<file path="config.mk">
export PLATFORM = sky130hd
export DESIGN_NAME = disc_sector_sensing
export DESIGN_NICKNAME = d
export VERILOG_FILES = /design/src/disc_sector_pkg.sv /design/src/sector_count_if.sv /design/src/disc_sector_sensing.sv /design/src/sector_counter.sv /design/src/settle_timer.sv
export SDC_FILE = /design/constraint.sdc
export NUM_CORES = 1
export LEC_CHECK = 0
export BUFFER_PORTS_ARGS = -buffer_cell sky130_fd_sc_hd__buf_2
export CAP_MARGIN = 20
export CORE_MARGIN = 2
export CORE_UTILIZATION = 45
export CTS_BUF_LIST = sky130_fd_sc_hd__clkbuf_4
export CTS_CLUSTER_SIZE = 10
export DETAILED_ROUTE_END_ITERATION = 10
export PLACE_DENSITY_LB_ADDON = 0.3
export SYNTH_ARGS = -nofsm -noshare
export SYNTH_HDL_FRONTEND = slang
export SYNTH_SLANG_ARGS = --single-unit
</file>
<file path="constraint.sdc">
create_clock -name core_clk_in -period 4.9 [get_ports core_clk_in]
set_input_delay 1.47 -clock core_clk_in [delete_from_list [all_inputs] [get_ports core_clk_in]]
set_output_delay 1.47 -clock core_clk_in [all_outputs]
set_load 0.02 [all_outputs]
</file>
<file path="src/disc_sector_pkg.sv">
// shared constants for the disc sector sensing block
// assumes a single 20 MHz clock and synchronous active-low reset
`default_nettype none

package disc_sector_pkg;

  // timing base
  localparam int CLK_FREQ_MHZ   = 20;
  localparam int SETTLE_TIME_US = 200;
  // least time: whole microseconds times MHz is already exact
  localparam int SETTLE_CYCLES  = SETTLE_TIME_US * CLK_FREQ_MHZ;

  // pulse and sector geometry
  localparam logic [10:0] PULSES_PER_SECTOR = 11'h460; // 1120
  localparam logic [10:0] MATCH_END_COUNT   = 11'h440; // 1088
  localparam logic [5:0]  LAST_SECTOR       = 6'h2f;   // 47
  localparam logic [6:0]  SECTORS_PER_REV   = 7'h30;   // 48

  // control bus field positions
  localparam int SECTOR_HI_BIT = 5;
  localparam int SECTOR_C4_BIT = 4;
  localparam int SECTOR_C5_BIT = 5;
  localparam int HEAD_LO_BIT   = 8;
  localparam int FAULT_BIT     = 2;

  // register offsets
  localparam logic [3:0] STATUS_OFFSET  = 4'h0;
  localparam logic [3:0] MASK_OFFSET    = 4'h4;
  localparam logic [3:0] CONTROL_OFFSET = 4'h8;
  localparam logic [3:0] SECTORS_OFFSET = 4'hc;

  // status and mask bit positions
  localparam int EV_ILLEGAL = 0;
  localparam int EV_MATCH   = 1;
  localparam int EV_SETTLED = 2;

  // control bit positions and reset values
  localparam int CTL_GATE_EN  = 0;
  localparam int CTL_IDENT_EN = 1;
  localparam logic [2:0] STATUS_RESET  = 3'h0;
  localparam logic [2:0] MASK_RESET    = 3'h0;
  localparam logic [1:0] CONTROL_RESET = 2'h3;

endpackage

`default_nettype wire

</file>
<file path="src/sector_count_if.sv">
// carries one disc's present pulse count and sector number
// driven by a sector counter, read by the sensing core
`default_nettype none

interface sector_count_if;
  logic [10:0] pulse_count;
  logic [5:0]  sector;

  modport source (output pulse_count, output sector);
  modport sink   (input pulse_count, input sector);
endinterface

`default_nettype wire

</file>
<file path="src/disc_sector_sensing.sv">
// sector sensing core: present sector per disc, sector and head
// storage, unit identity with look-ahead, read and write gating
// assumes tag commands, pulses and straps are synchronous to core_clk_in
//
// How it works
// - each sector is 1120 servo pulses, sectors count 0 to 47
// - removable and fixed discs keep separate pulse and sector counters
// - upper index pulse clears removable disc counters each revolution
// - lower index pulse clears fixed disc counters
// - fixed disc head selects fixed count, else removable count
// - sector with bits 4 and 5 both set is illegal, not stored
// - selected drive loads sector on address or alternate sector load
// - selected drive loads head from bits 8 and 9 on address load
// - attention set and request active drives bus line of unit number
// - four-jumper strap taken uninverted gives look-ahead added to present sector
// - identity only when sector plus look-ahead equals stored sector
// - read or write selected and sector equal raises sector match
// - sector match drops when pulse count reaches 1088
// - head switch between discs holds settle delay, suppressing match
// - illegal sector reported on bus bit 2 at next read, write, status
//
// The implementer's own choices: strobed register access and the address map.
`default_nettype none

module disc_sector_sensing
  import disc_sector_pkg::*;
(
  // clock and reset
  input  wire logic        core_clk_in,
  input  wire logic        rstn_in,
  // servo pulse train and index pulses
  input  wire logic        servo_pulse_in,
  input  wire logic        upper_index_pulse_in,
  input  wire logic        lower_index_pulse_in,
  // tag bus commands and selection
  input  wire logic        drive_selected_in,
  input  wire logic        address_load_command_in,
  input  wire logic        alt_sector_load_command_in,
  input  wire logic        attention_request_command_in,
  input  wire logic        status_request_command_in,
  input  wire logic        read_command_in,
  input  wire logic        write_command_in,
  input  wire logic        read_select_in,
  input  wire logic        write_select_in,
  // control bus
  input  wire logic [15:0] control_bus_in,
  output logic      [15:0] control_bus_out,
  output logic      [15:0] control_bus_oe_out,
  // unit switch, straps and attention flip-flops
  input  wire logic [3:0]  unit_select_in,
  input  wire logic [3:0]  look_ahead_jumpers_n_in,
  input  wire logic [2:0]  attention_flags_in,
  // read and write gating
  output logic             sector_match_out,
  output logic             read_gate_out,
  output logic             write_gate_out,
  output logic             head_switch_settle_delay_out,
  output logic [1:0]       head_out,
  // register port
  input  wire logic [3:0]  reg_addr_in,
  input  wire logic [31:0] reg_wdata_in,
  input  wire logic        reg_write_in,
  input  wire logic        reg_read_in,
  output logic      [31:0] reg_rdata_out,
  // interrupt
  output logic             irq_out
);

  // sum of present sector and look-ahead, wrapped at 48
  function automatic logic [5:0] add_wrap48(input logic [5:0] a, input logic [3:0] b);
    logic [6:0] sum;
    sum = {1'b0, a} + {3'h0, b};
    if (sum >= SECTORS_PER_REV)
      sum = sum - SECTORS_PER_REV;
    return sum[5:0];
  endfunction

  // a load is legal unless both upper sector bits are set
  function automatic logic sector_legal(input logic [15:0] bus);
    return !(bus[SECTOR_C4_BIT] && bus[SECTOR_C5_BIT]);
  endfunction

  sector_count_if removable_count ();
  sector_count_if fixed_count ();

  logic [5:0]  stored_sector;
  logic [1:0]  head;
  logic [3:0]  look_ahead;
  logic        strap_taken;
  logic        illegal_pending;
  logic [2:0]  status;
  logic [2:0]  mask;
  logic [1:0]  control;
  logic        settle_start;
  logic        settle_busy;
  logic        settle_done;
  logic        sector_load;
  logic        head_load;
  logic        fault_report;
  logic        fixed_selected;
  logic [5:0]  present_sector;
  logic [10:0] present_pulses;
  logic        sector_equal;
  logic        ident_hit;
  logic        next_match;
  logic        match_rise;
  logic [2:0]  events;
  logic [15:0] next_bus;
  logic [15:0] next_bus_oe;
  logic [31:0] next_rdata;

  // one counter set per disc, each with its own index
  sector_counter removable_counter (
    .core_clk_in    (core_clk_in),
    .rstn_in        (rstn_in),
    .servo_pulse_in (servo_pulse_in),
    .index_pulse_in (upper_index_pulse_in),
    .count_out      (removable_count)
  );

  sector_counter fixed_counter (
    .core_clk_in    (core_clk_in),
    .rstn_in        (rstn_in),
    .servo_pulse_in (servo_pulse_in),
    .index_pulse_in (lower_index_pulse_in),
    .count_out      (fixed_count)
  );

  settle_timer head_settle (
    .core_clk_in (core_clk_in),
    .rstn_in     (rstn_in),
    .start_in    (settle_start),
    .busy_out    (settle_busy),
    .done_out    (settle_done)
  );

  // heads 2 and 3 sit on the fixed disc
  assign fixed_selected = head[1];
  assign present_sector = fixed_selected ? fixed_count.sector : removable_count.sector;
  assign present_pulses = fixed_selected ? fixed_count.pulse_count : removable_count.pulse_count;

  // tag command decode for a selected drive
  assign sector_load  = drive_selected_in && (address_load_command_in || alt_sector_load_command_in);
  assign head_load    = drive_selected_in && address_load_command_in;
  assign fault_report = drive_selected_in && (read_command_in || write_command_in
                        || status_request_command_in);

  // settle only when the new head is on the other disc
  assign settle_start = head_load && (control_bus_in[HEAD_LO_BIT + 1] != head[1]);

  // strap caught once, on the first clock after reset release
  always_ff @(posedge core_clk_in)
  begin
    if (!rstn_in)
    begin
      strap_taken <= 1'b0;
      look_ahead  <= 4'h0;
    end
    else if (!strap_taken)
    begin
      strap_taken <= 1'b1;
      look_ahead  <= look_ahead_jumpers_n_in; // fitted jumper reads 0
    end
  end

  // sector address storage, illegal values leave the old one
  always_ff @(posedge core_clk_in)
  begin
    if (!rstn_in)
      stored_sector <= 6'h00;
    else if (sector_load && sector_legal(control_bus_in))
      stored_sector <= control_bus_in[SECTOR_HI_BIT:0];
  end

  // head storage
  always_ff @(posedge core_clk_in)
  begin
    if (!rstn_in)
      head <= 2'h0;
    else if (head_load)
      head <= control_bus_in[HEAD_LO_BIT + 1:HEAD_LO_BIT];
  end

  // illegal sector fault held until reported; a new illegal load wins
  always_ff @(posedge core_clk_in)
  begin
    if (!rstn_in)
      illegal_pending <= 1'b0;
    else if (sector_load && !sector_legal(control_bus_in))
      illegal_pending <= 1'b1;
    else if (fault_report)
      illegal_pending <= 1'b0;
  end

  // sector compare terms
  assign sector_equal = (present_sector == stored_sector);
  assign ident_hit    = (add_wrap48(present_sector, look_ahead) == stored_sector)
                        && (attention_flags_in != 3'h0)
                        && attention_request_command_in
                        && control[CTL_IDENT_EN];

  // match window ends at 1088 and is held off while settling
  assign next_match = (read_select_in || write_select_in)
                      && sector_equal
                      && (present_pulses < MATCH_END_COUNT)
                      && !settle_busy
                      && control[CTL_GATE_EN];

  assign match_rise = next_match && !sector_match_out;

  // sector match and the two gates
  always_ff @(posedge core_clk_in)
  begin
    if (!rstn_in)
    begin
      sector_match_out <= 1'b0;
      read_gate_out    <= 1'b0;
      write_gate_out   <= 1'b0;
    end
    else
    begin
      sector_match_out <= next_match;
      read_gate_out    <= next_match && read_select_in;
      write_gate_out   <= next_match && write_select_in;
    end
  end

  // settle delay and head out from flops
  always_ff @(posedge core_clk_in)
  begin
    if (!rstn_in)
    begin
      head_switch_settle_delay_out <= 1'b0;
      head_out                     <= 2'h0;
    end
    else
    begin
      head_switch_settle_delay_out <= settle_busy || settle_start;
      head_out                     <= head;
    end
  end

  // control bus drive: identity on the unit line, fault on bit 2
  always_comb
  begin
    next_bus    = 16'h0000;
    next_bus_oe = 16'h0000;
    if (ident_hit)
    begin
      next_bus[unit_select_in]    = 1'b1;
      next_bus_oe[unit_select_in] = 1'b1;
    end
    if (fault_report && illegal_pending)
    begin
      next_bus[FAULT_BIT]    = 1'b1;
      next_bus_oe[FAULT_BIT] = 1'b1;
    end
  end

  always_ff @(posedge core_clk_in)
  begin
    if (!rstn_in)
    begin
      control_bus_out    <= 16'h0000;
      control_bus_oe_out <= 16'h0000;
    end
    else
    begin
      control_bus_out    <= next_bus;
      control_bus_oe_out <= next_bus_oe;
    end
  end

  // events that feed the sticky status bits
  always_comb
  begin
    events             = 3'h0;
    events[EV_ILLEGAL] = sector_load && !sector_legal(control_bus_in);
    events[EV_MATCH]   = match_rise;
    events[EV_SETTLED] = settle_done;
  end

  // status: write one clears, a new event in the same cycle wins
  always_ff @(posedge core_clk_in)
  begin
    if (!rstn_in)
      status <= STATUS_RESET;
    else if (reg_write_in && reg_addr_in == STATUS_OFFSET)
      status <= (status & ~reg_wdata_in[2:0]) | events;
    else
      status <= status | events;
  end

  // mask and control registers
  always_ff @(posedge core_clk_in)
  begin
    if (!rstn_in)
    begin
      mask    <= MASK_RESET;
      control <= CONTROL_RESET;
    end
    else if (reg_write_in)
    begin
      if (reg_addr_in == MASK_OFFSET)
        mask <= reg_wdata_in[2:0];
      if (reg_addr_in == CONTROL_OFFSET)
        control <= reg_wdata_in[1:0];
    end
  end

  // read decode; unmapped offsets read zero
  always_comb
  begin
    next_rdata = 32'h0000_0000;
    unique case (reg_addr_in)
      STATUS_OFFSET:  next_rdata = {29'h0, status};
      MASK_OFFSET:    next_rdata = {29'h0, mask};
      CONTROL_OFFSET: next_rdata = {30'h0, control};
      SECTORS_OFFSET: next_rdata = {8'h00, look_ahead, illegal_pending, settle_busy,
                                     head, 2'h0, stored_sector, 2'h0, present_sector};
      default:        next_rdata = 32'h0000_0000;
    endcase
  end

  // read data valid only in the cycle after the strobe
  always_ff @(posedge core_clk_in)
  begin
    if (!rstn_in)
      reg_rdata_out <= 32'h0000_0000;
    else if (reg_read_in)
      reg_rdata_out <= next_rdata;
    else
      reg_rdata_out <= 32'h0000_0000;
  end

  // one level interrupt while any unmasked status bit is set
  always_ff @(posedge core_clk_in)
  begin
    if (!rstn_in)
      irq_out <= 1'b0;
    else
      irq_out <= |(status & mask);
  end

endmodule

`default_nettype wire

</file>
<file path="src/sector_counter.sv">
// divide-by-1120 pulse counter feeding a 0..47 sector counter
// assumes pulse and index inputs are one-cycle pulses on core_clk_in
`default_nettype none

module sector_counter
  import disc_sector_pkg::*;
(
  // clock and reset
  input  wire logic         core_clk_in,
  input  wire logic         rstn_in,
  // pulse train and index
  input  wire logic         servo_pulse_in,
  input  wire logic         index_pulse_in,
  // count out
  sector_count_if.source    count_out
);

  // index wins over a pulse in the same cycle
  always_ff @(posedge core_clk_in)
  begin
    if (!rstn_in || index_pulse_in)
    begin
      count_out.pulse_count <= 11'h000;
      count_out.sector      <= 6'h00;
    end
    else if (servo_pulse_in)
    begin
      if (count_out.pulse_count == PULSES_PER_SECTOR - 11'h001)
      begin
        count_out.pulse_count <= 11'h000;
        // a missed index must not run past sector 47
        if (count_out.sector == LAST_SECTOR)
          count_out.sector <= 6'h00;
        else
          count_out.sector <= count_out.sector + 6'h01;
      end
      else
        count_out.pulse_count <= count_out.pulse_count + 11'h001;
    end
  end

endmodule

`default_nettype wire

</file>
<file path="src/settle_timer.sv">
// fixed-period head switch settle delay
// assumes start is a one-cycle pulse; a restart reloads the period
`default_nettype none

module settle_timer
  import disc_sector_pkg::*;
(
  // clock and reset
  input  wire logic core_clk_in,
  input  wire logic rstn_in,
  // control
  input  wire logic start_in,
  output logic      busy_out,
  output logic      done_out
);

  logic [12:0] remaining;

  // load on start, count down to zero
  always_ff @(posedge core_clk_in)
  begin
    if (!rstn_in)
    begin
      remaining <= 13'h0000;
      busy_out  <= 1'b0;
      done_out  <= 1'b0;
    end
    else if (start_in)
    begin
      remaining <= 13'(SETTLE_CYCLES - 1);
      busy_out  <= 1'b1;
      done_out  <= 1'b0;
    end
    else if (busy_out)
    begin
      remaining <= remaining - 13'h0001;
      busy_out  <= (remaining != 13'h0000);
      done_out  <= (remaining == 13'h0000);
    end
    else
      done_out <= 1'b0;
  end

endmodule

`default_nettype wire

</file>
==> results.toml, run 1 <==
[logic_synthesis]
synth-main-ff-cell = "dfxtp_1"
synth_seq_area_share_pct = 42.9
synth.largest_area_cell = "dfxtp_1"
synth.area.top_cells = "dfxtp_1 43%, xor2_1 5.4%, mux2i_1 4.5%"
syn_inst = 561
syn_area_mm2 = 0.00532
syn_avg_cell_area_um2 = 9.49
synthArstFlopShare_pct = 0
ys_types = 62
synth-seq-cells = 114
yosysWarnings = 0
synth-edff-count = 0
synth_top_area_share_pct = 42.9

[sta]
fin_skew_ns = 0.0145
tns_ns = 0
tightest_slew_ns = 0.885
setup_viol = 0
final_max_slew_viol_count = 0
rsz0062_at_grt = "false"
hold_violations = 0
finalCriticalPeriod_ns = 4.49
fmax_ghz = 0.223
maxSlewHeadroom_pct = 40.8
fin_crit_sh_pct = 91.6

[power_and_ir_drop]
vdd.ir_drop.worst_uv = 305
clkPwrFrac_pct = 40.4
power_density_mw_per_mm2 = 312
p_comb_share_pct = 8.7
cellLeakagePower_nw = 2.68
p_switching_w = 0.000477
internal_power_w = 0.00144
swShare_pct = 24.8
p_seq_share_pct = 50.9

[global_route]
antenna_found_initial = 1
grt_max_degree = 44
grtUsageTotal_pct = 17.9
grt_pass1_wl_um = 18300
grt_pass1_vias = 3931
overflow = 0

[floorplanning]
die_w_um = 113
core.rowCount = 39
die-area_mm2 = 0.0127
initial_utilization_pct = 46.4
core-area_mm2 = 0.0115
io_pins = 150
die_h_um = 113

[worst_setup_path]
cp_top_family = "simple AND/OR/NAND/NOR gates"
critPathLaunchType = "register"
setup.worst_path.class = "register to register"
cp.arrival_ns = 4.90
crit_buf_inv = 3
path_cells = "buf_4 -> mux2i_1 -> inv_1 -> ha_1 -> nand3_1 -> and3_2 -> or2_2 -> ha_1 -> or4bb_1 -> nor4_1 -> buf_4 -> or3_4 -> o41ai_4 -> xnor2_4 -> o41ai_1"
critical_path.max_fanout = 16
cp_slowest_cell = "dfxtp_1"
endpoint_kind = "register"
worst_path_largest_cell_delay_ns = 0.51
cp.required_ns = 5.31

[clock_network]
cts_buffers = 17
cts_hold_buf = 0
htree_levels = 4
cts_root_buffer = "clkbuf_4"
ctsResizeCount = 0
cts.sinks = 114
path_clk_slew_ns = 0.11
cts_tree = "yes"
cts_buffer_depth = 2
insertion_delay_ns = 0.53
cts_setup_buffers = 0

[route]
drc = 0
dr.pass1.iters = 5
drt_iter0_markers = 252
wirelength_um = 11000
antenna_left = 0
wl_per_cell_um = 13.5
vias = 4118
viasPerCell = 5.08

[place]
place_congestion = 0.885
hpwlAfterDp_um = 8070
port-buffer-count = 100
place_area_mm2 = 0.00580

[layout]
layout_commonest_cell = "dfxtp_1"
area_growth_pct = 15.7
drive_above_1_share_pct = 25.2
nFillCells = 1042
design_area_mm2 = 0.00616
layout_common_cells = "114 x dfxtp_1, 100 x buf_2, 62 x nor2_1, 40 x nand2_1, 33 x xor2_1"
fin_nets = 744

[job]
cap_violations = 0

[hold_path]
hold_path.class = "register to register"

[status]
status = "finished, final reports clean"
## synthesized netlist by cell type, types with 2 or more instances
master	count
o41ai_1	2
nor2b_1	18
a211oi_1	3
and4_1	2
nor4bb_1	2
buf_4	29
o21ai_0	7
a211o_1	2
nand4_1	12
and2b_1	4
nand3_1	26
mux2i_1	24
a21oi_1	5
or2_2	5
o211ai_1	2
clkbuf_1	11
o2111ai_1	2
xnor2_1	21
nor4_1	13
dfxtp_1	114
nor4_2	9
mux2_2	2
inv_1	12
nor2_1	62
a21boi_0	14
xor2_1	33
nand2b_1	5
buf_6	4
o221a_2	2
nor3_1	8
ha_1	10
nand2_1	40
and3_1	7
a222oi_1	3
nor4b_1	2
and2_1	18
## layout make-up
type	instances	area (um2)	area share, %
Multi-Input combinational cell	400	2760	44.8
Antenna cell	1	2.50	0.0406
Clock inverter	11	161	2.62
Tap cell	143	179	2.91
Timing Repair Buffer	109	568	9.23
Sequential cell	114	2280	37.1
Clock buffer	21	158	2.56
Inverter	12	45.0	0.732
## stage by stage
| step | total power (W) | utilization [%] | hold slack, ns | instances | worst slack, ns |
|---|---|---|---|---|---|
| final | 0.00192 | 53.7 | 0.469 | 811 | 0.412 |
| after CTS | 0.00194 | 53.4 | 0.476 | 810 | 0.252 |
| after global placement | 0.00116 | 50.6 | 0.446 | 778 | 0.349 |
| after floorplan | 0.00112 | - | 0.434 | 572 | 0.605 |
| after global routing | 0.00200 | 53.7 | 0.500 | 811 | 0.00790 |
| after detailed placement | 0.00116 | 50.6 | 0.453 | 778 | 0.311 |
## final timing paths
| check | cells past startpoint | slack (ns) | startpoint | to |
|---|---|---|---|---|
| min reg2reg | 2 | 0.47 | head_settle.done_out$_SDFF_PP0_ | status[2]$_SDFF_PN0_ |
| min | 2 | 0.47 | head_settle.done_out$_SDFF_PP0_ | status[2]$_SDFF_PN0_ |
| max | 15 | 0.41 | head[1]$_SDFFE_PN0P_ | control_bus_oe_out[2]$_SDFF_PN0_ |
| max reg2reg | 15 | 0.41 | head[1]$_SDFFE_PN0P_ | control_bus_oe_out[2]$_SDFF_PN0_ |
## worst register-to-register path, stage by stage (launching register included)
cell,delay (ns)
dfxtp_1,0.51
buf_4,0.23
mux2i_1,0.26
inv_1,0.07
ha_1,0.47
nand3_1,0.22
and3_2,0.26
or2_2,0.28
ha_1,0.21
or4bb_1,0.17
nor4_1,0.05
buf_4,0.16
or3_4,0.40
o41ai_4,0.46
xnor2_4,0.25
o41ai_1,0.39
## metal layers
metal	track usage (%)	wire length (um)
met5	0	0
met4	7.89	246
met3	5.73	660
met2	28.9	5100
met1	22.0	4950
## power groups by stage
| stage | Sequential (W) | Clock (W) | Combinational (W) |
|---|---|---|---|
| floorplan | 0.000996 | 0 | 0.000124 |
| global placement | 0.000998 | 0 | 0.000161 |
| detailed placement | 0.000998 | 0 | 0.000165 |
| CTS | 0.000977 | 0.000796 | 0.000166 |
| global route | 0.000981 | 0.000835 | 0.000187 |
| finish | 0.000978 | 0.000777 | 0.000167 |
## registers in the layout, indices dropped and copies added, names as in the netlist, 2 cells and up
register                                 cells
control                                      2
control_bus_oe_out                          16
fixed_counter.count_out.pulse_count         11
fixed_counter.count_out.sector               6
head                                         2
head_out                                     2
head_settle.remaining                       13
look_ahead                                   4
mask                                         3
reg_rdata_out                               20
removable_counter.count_out.pulse_count     11
removable_counter.count_out.sector           6
status                                       3
stored_sector                                6
## cell families after synthesis
kind of cell             Yosys count  share of synthesized area, %
AND/OR/NAND/NOR                  243                          25.2
AO/OA/AOI/OAI                     51                          7.52
buffers and inverters             58                          6.79
adder cells (fa/ha/maj)           11                          2.73
multiplexers                      27                          5.36
XOR/XNOR                          56                          9.50
flip-flops                       114                          42.9
other                              1                        0.0705
No activity file was read; power rests on OpenSTA's default activity.
==> run 2, diff against run 1 <==
--- a/config.mk
+++ b/config.mk
@@ -7,12 +7,15 @@
 export LEC_CHECK = 0
 export BUFFER_PORTS_ARGS = -buffer_cell sky130_fd_sc_hd__buf_2
 export CAP_MARGIN = 20
+export CELL_PAD_IN_SITES_DETAIL_PLACEMENT = 1
+export CELL_PAD_IN_SITES_GLOBAL_PLACEMENT = 2
 export CORE_MARGIN = 2
-export CORE_UTILIZATION = 45
+export CORE_UTILIZATION = 32
 export CTS_BUF_LIST = sky130_fd_sc_hd__clkbuf_4
 export CTS_CLUSTER_SIZE = 10
 export DETAILED_ROUTE_END_ITERATION = 10
 export PLACE_DENSITY_LB_ADDON = 0.3
+export SKIP_CTS_REPAIR_TIMING = 1
 export SYNTH_ARGS = -nofsm -noshare
 export SYNTH_HDL_FRONTEND = slang
 export SYNTH_SLANG_ARGS = --single-unit
==> results.toml, run 2 (synthesis results as in run 1) <==
[power_and_ir_drop]
p_seq_share_pct = 48.4
power_density_mw_per_mm2 = 322
vdd.ir_drop.worst_uv = 162
clkPwrFrac_pct = 43.2
p_switching_w = 0.000489
p_comb_share_pct = 8.4
swShare_pct = 24.2
cellLeakagePower_nw = 2.69
internal_power_w = 0.00153
fin_total_pwr_w = 0.00202

[place]
port-buffer-count = 100
place_congestion = 0.783
place_area_mm2 = 0.00588
place_inst = 853
hpwlAfterDp_um = 9940
post-place-ws_ns = 0.0324

[route]
viasPerCell = 4.75
wirelength_um = 13100
drc = 0
wl_per_cell_um = 14.8
antenna_left = 0
vias = 4200
drt_iter0_markers = 100
dr.pass1.iters = 4

[sta]
tns_ns = 0
setup_viol = 0
fin_crit_sh_pct = 91.3
maxSlewHeadroom_pct = 42.5
finalCriticalPeriod_ns = 4.47
hold_violations = 0
setup_ws_ns = 0.426
final_max_slew_viol_count = 0
fin_skew_ns = 0.0147
fmax_ghz = 0.224
tightest_slew_ns = 0.860

[job]
cap_violations = 0

[clock_network]
cts_tree = "yes"
htree_levels = 4
cts_buffer_depth = 2
cts_buffers = 17
path_clk_slew_ns = 0.11
insertion_delay_ns = 0.55
cts_root_buffer = "clkbuf_4"
cts.sinks = 114

[global_route]
grt_pass1_vias = 4311
grtUsageTotal_pct = 15.4
overflow = 0
use_met1_pct = 17.8
grt.busiest_layer = "met2"
grt_max_degree = 44
gr-usage-met3_pct = 4.48
grt_pass1_wl_um = 21300
grt_use_met2_pct = 26.4
antenna_found_initial = 0

[worst_setup_path]
endpoint_kind = "register"
critPathLaunchType = "register"
cp.required_ns = 5.35
critical_path.max_fanout = 16
cp.arrival_ns = 4.92
setup.worst_path.class = "register to register"

[layout]
area_growth_pct = 18.1
fin_nets = 742
largest_register_ffs = 20
layout.cells.non_filler = 885
top_register = "reg_rdata_out"
design_area_mm2 = 0.00629
largestRegisters = "reg_rdata_out (20), control_bus_oe_out (16), head_settle.remaining (13)"
layout_commonest_cell = "dfxtp_1"
layout_common_cells = "114 x dfxtp_1, 100 x buf_2, 62 x nor2_1, 40 x nand2_1, 33 x xor2_1"
drive_above_1_share_pct = 25.0
nFillCells = 1945
diodes = 0

[floorplanning]
core-area_mm2 = 0.0164
io_pins = 150
die_h_um = 133
die-area_mm2 = 0.0177
die_w_um = 133
core.rowCount = 47
initial_utilization_pct = 32.4

[status]
status = "finished, final reports clean"

[hold_path]
hold_path.class = "register to register"
## run 2: metal layers
metal / vias to the layer above / wire length (um)
li1: 2090 / -
met1: 1999 / 5730
met2: 89 / 6450
met3: 22 / 574
met4: 0 / 303
met5: - / 0
## run 2: through the flow
stage          utilization [%]  hold slack [ns]
2_1_floorplan                -            0.434
3_3_place_gp              35.9            0.432
3_5_place_dp              35.9            0.446
4_1_cts                   38.0            0.464
5_1_grt                   38.3            0.509
6_report                  38.3            0.457
## run 2: layout make-up
cell class                      instances  area, um2  share of cell area, %
Multi-Input combinational cell        400       2770                   44.1
Sequential cell                       114       2280                   36.3
Timing Repair Buffer                  107        553                   8.80
Tap cell                              220        275                   4.38
Clock inverter                         13        214                   3.40
Clock buffer                           19        143                   2.27
Inverter                               12       45.0                  0.717
## run 2: path summary, 6_finish.rpt
path / startpoint / to / slack (ns) / depth (start not counted)
worst max-delay path: head[1]$_SDFFE_PN0P_ / control_bus_oe_out[2]$_SDFF_PN0_ / 0.43 / 14
worst min-delay path: sector_match_out$_SDFF_PN0_ / status[1]$_SDFF_PN0_ / 0.46 / 1
worst max register to register: head[1]$_SDFFE_PN0P_ / control_bus_oe_out[2]$_SDFF_PN0_ / 0.43 / 14
worst min register to register: sector_match_out$_SDFF_PN0_ / status[1]$_SDFF_PN0_ / 0.46 / 1
## run 2: power groups by stage
stage	combinational, W	sequential, W	clock (W)
finish	0.000170	0.000979	0.000872
CTS	0.000171	0.000979	0.000902
detailed placement	0.000171	0.00100	0
floorplan	0.000124	0.000996	0
global route	0.000190	0.000984	0.000946
global placement	0.000165	0.000999	0
## run 2: worst max-delay path, cell delays in order (launching register included)
cell and delay [ns]:
dfxtp_1 0.48, buf_4 0.23, mux2i_1 0.34, inv_1 0.08
ha_1 0.47, nand3_1 0.23, and3_2 0.26, or2_2 0.27
ha_1 0.22, or4bb_1 0.20, nor4_2 0.05, or3_4 0.42
o41ai_4 0.49, xnor2_4 0.26, o41ai_1 0.37
==> run 3, diff against run 2 <==
--- a/config.mk
+++ b/config.mk
@@ -5,17 +5,17 @@
 export SDC_FILE = /design/constraint.sdc
 export NUM_CORES = 1
 export LEC_CHECK = 0
-export BUFFER_PORTS_ARGS = -buffer_cell sky130_fd_sc_hd__buf_2
+export BUFFER_PORTS_ARGS = -buffer_cell sky130_fd_sc_hd__clkbuf_2
 export CAP_MARGIN = 20
 export CELL_PAD_IN_SITES_DETAIL_PLACEMENT = 1
 export CELL_PAD_IN_SITES_GLOBAL_PLACEMENT = 2
 export CORE_MARGIN = 2
 export CORE_UTILIZATION = 32
 export CTS_BUF_LIST = sky130_fd_sc_hd__clkbuf_4
+export CTS_CLUSTER_DIAMETER = 200
 export CTS_CLUSTER_SIZE = 10
 export DETAILED_ROUTE_END_ITERATION = 10
 export PLACE_DENSITY_LB_ADDON = 0.3
-export SKIP_CTS_REPAIR_TIMING = 1
 export SYNTH_ARGS = -nofsm -noshare
 export SYNTH_HDL_FRONTEND = slang
 export SYNTH_SLANG_ARGS = --single-unit
==> results.toml, run 3 (synthesis results as in run 1) <==
[route]
viasPerCell = 4.79
drc = 0
wl_met3_um = 627
wirelength_um = 13000
antenna_left = 0
wl_met1_um = 5600
wl_met2_um = 6530
top_layer_used = "met4"
wl_per_cell_um = 14.7
dr.pass1.iters = 4
drt_iter0_markers = 68
vias = 4240

[layout]
area_growth_pct = 17.7
top_register = "reg_rdata_out"
largest_register_ffs = 20
largestRegisters = "reg_rdata_out (20), control_bus_oe_out (16), head_settle.remaining (13)"
fin_nets = 742
diodes = 0
design_area_mm2 = 0.00626
layout_common_cells = "114 x dfxtp_1, 100 x clkbuf_2, 62 x nor2_1, 40 x nand2_1, 33 x xor2_1"
layout_commonest_cell = "dfxtp_1"
drive_above_1_share_pct = 25.3
layout.cells.non_filler = 885
nFillCells = 1957

[place]
place_congestion = 0.812
place_area_mm2 = 0.00588
port-buffer-count = 100
hpwlAfterDp_um = 10000
place_inst = 853

[clock_network]
cts_hold_buf = 0
cts_root_buffer = "clkbuf_4"
cts_buffer_depth = 2
path_clk_slew_ns = 0.11
cts.sinks = 114
htree_levels = 4
insertion_delay_ns = 0.55
cts_buffers = 17
cts_tree = "yes"

[global_route]
grtUsageTotal_pct = 15.5
grt_max_degree = 44
overflow = 0
grt_pass1_vias = 4364
antenna_found_initial = 0
grt_pass1_wl_um = 21500

[sta]
maxSlewHeadroom_pct = 41.6
rsz0062_at_grt = "false"
setup_viol = 0
fin_skew_ns = 0.0139
tightest_slew_ns = 0.873
fin_crit_sh_pct = 93.3
hold_violations = 0
final_max_slew_viol_count = 0
finalCriticalPeriod_ns = 4.57
fmax_ghz = 0.219
tns_ns = 0

[floorplanning]
die-area_mm2 = 0.0177
io_pins = 150
initial_utilization_pct = 32.4
die_w_um = 133
core.rowCount = 47
die_h_um = 133
core-area_mm2 = 0.0164

[worst_setup_path]
endpoint_kind = "register"
critical_path.max_fanout = 16
cp.arrival_ns = 5.02
setup.worst_path.class = "register to register"
critPathLaunchType = "register"
cp.required_ns = 5.34

[power_and_ir_drop]
vdd.ir_drop.worst_uv = 125
power_density_mw_per_mm2 = 317
cellLeakagePower_nw = 2.62

[hold_path]
hold_path.class = "register to register"

[job]
cap_violations = 0

[status]
status = "finished, final reports clean"
==> run 3: cell types whose count changed in the layout (fill, tap and decap cells not counted), sizes merged <==
cell / change
inv: +1
bufinv: -1
clkinvlp: +3
buf: -100
clkbuf: +99
clkinv: -2
==> run 3: worst paths after layout <==
| check | startpoint | cells past startpoint | to | slack [ns] |
|---|---|---|---|---|
| min | sector_match_out$_SDFF_PN0_ | 1 | status[1]$_SDFF_PN0_ | 0.47 |
| min reg2reg | sector_match_out$_SDFF_PN0_ | 1 | status[1]$_SDFF_PN0_ | 0.47 |
| max reg2reg | head[1]$_SDFFE_PN0P_ | 14 | control_bus_oe_out[2]$_SDFF_PN0_ | 0.33 |
| max | head[1]$_SDFFE_PN0P_ | 14 | control_bus_oe_out[2]$_SDFF_PN0_ | 0.33 |
==> run 3: per-layer routing <==
metal / vias up / global-route usage, %
met2: 101 / 27.2
met4: 0 / 5.32
met5: - / 0
li1: 2087 / -
met1: 2035 / 17.7
met3: 17 / 4.90
==> run 3: through the flow <==
step                hold slack, ns  worst slack (ns)  util [%]  total power [W]
floorplan                    0.434             0.605         -          0.00112
global placement             0.436             0.113      35.9          0.00116
detailed placement           0.455           -0.0465      35.9          0.00117
CTS                          0.474           0.00430      38.0          0.00202
global route                 0.500            0.0287      38.2          0.00209
finish                       0.469             0.327      38.2          0.00199
==> run 3: report_power, final <==
group	switching (W)	internal [W]	total, W	leakage [nW]
combinational	0.000101	0.0000691	0.000170	1.53
clock	0.000380	0.000460	0.000840	0.172
sequential	0.0000273	0.000952	0.000979	0.924
==> run 3: cell type report <==
cell class                      instances  area (um2)  area share (%)
Inverter                               12        45.0           0.719
Timing Repair Buffer                  107         553            8.83
Sequential cell                       114        2280            36.4
Clock buffer                           18         135            2.16
Clock inverter                         14         211            3.38
Tap cell                              220         275            4.39
Multi-Input combinational cell        400        2760            44.1
==> run 3: timing repair <==
| action | in CTS | in global routing |
|---|---|---|
| buffers inserted | 0 | 0 |
| resized for setup | 1 | 3 |
| setup endpoints to repair | 7 | 16 |
==> run 3: critical path, cell delays in order (launching register included) <==
cell and delay (ns):
dfxtp_1 0.48, buf_4 0.23, mux2i_1 0.34, inv_1 0.08, ha_1 0.47, nand3_1 0.22, and3_2 0.26, or2_2 0.27
ha_1 0.22, or4bb_1 0.20, nor4_2 0.05, or3_4 0.41, o41ai_2 0.57, xnor2_4 0.29, o41ai_1 0.37
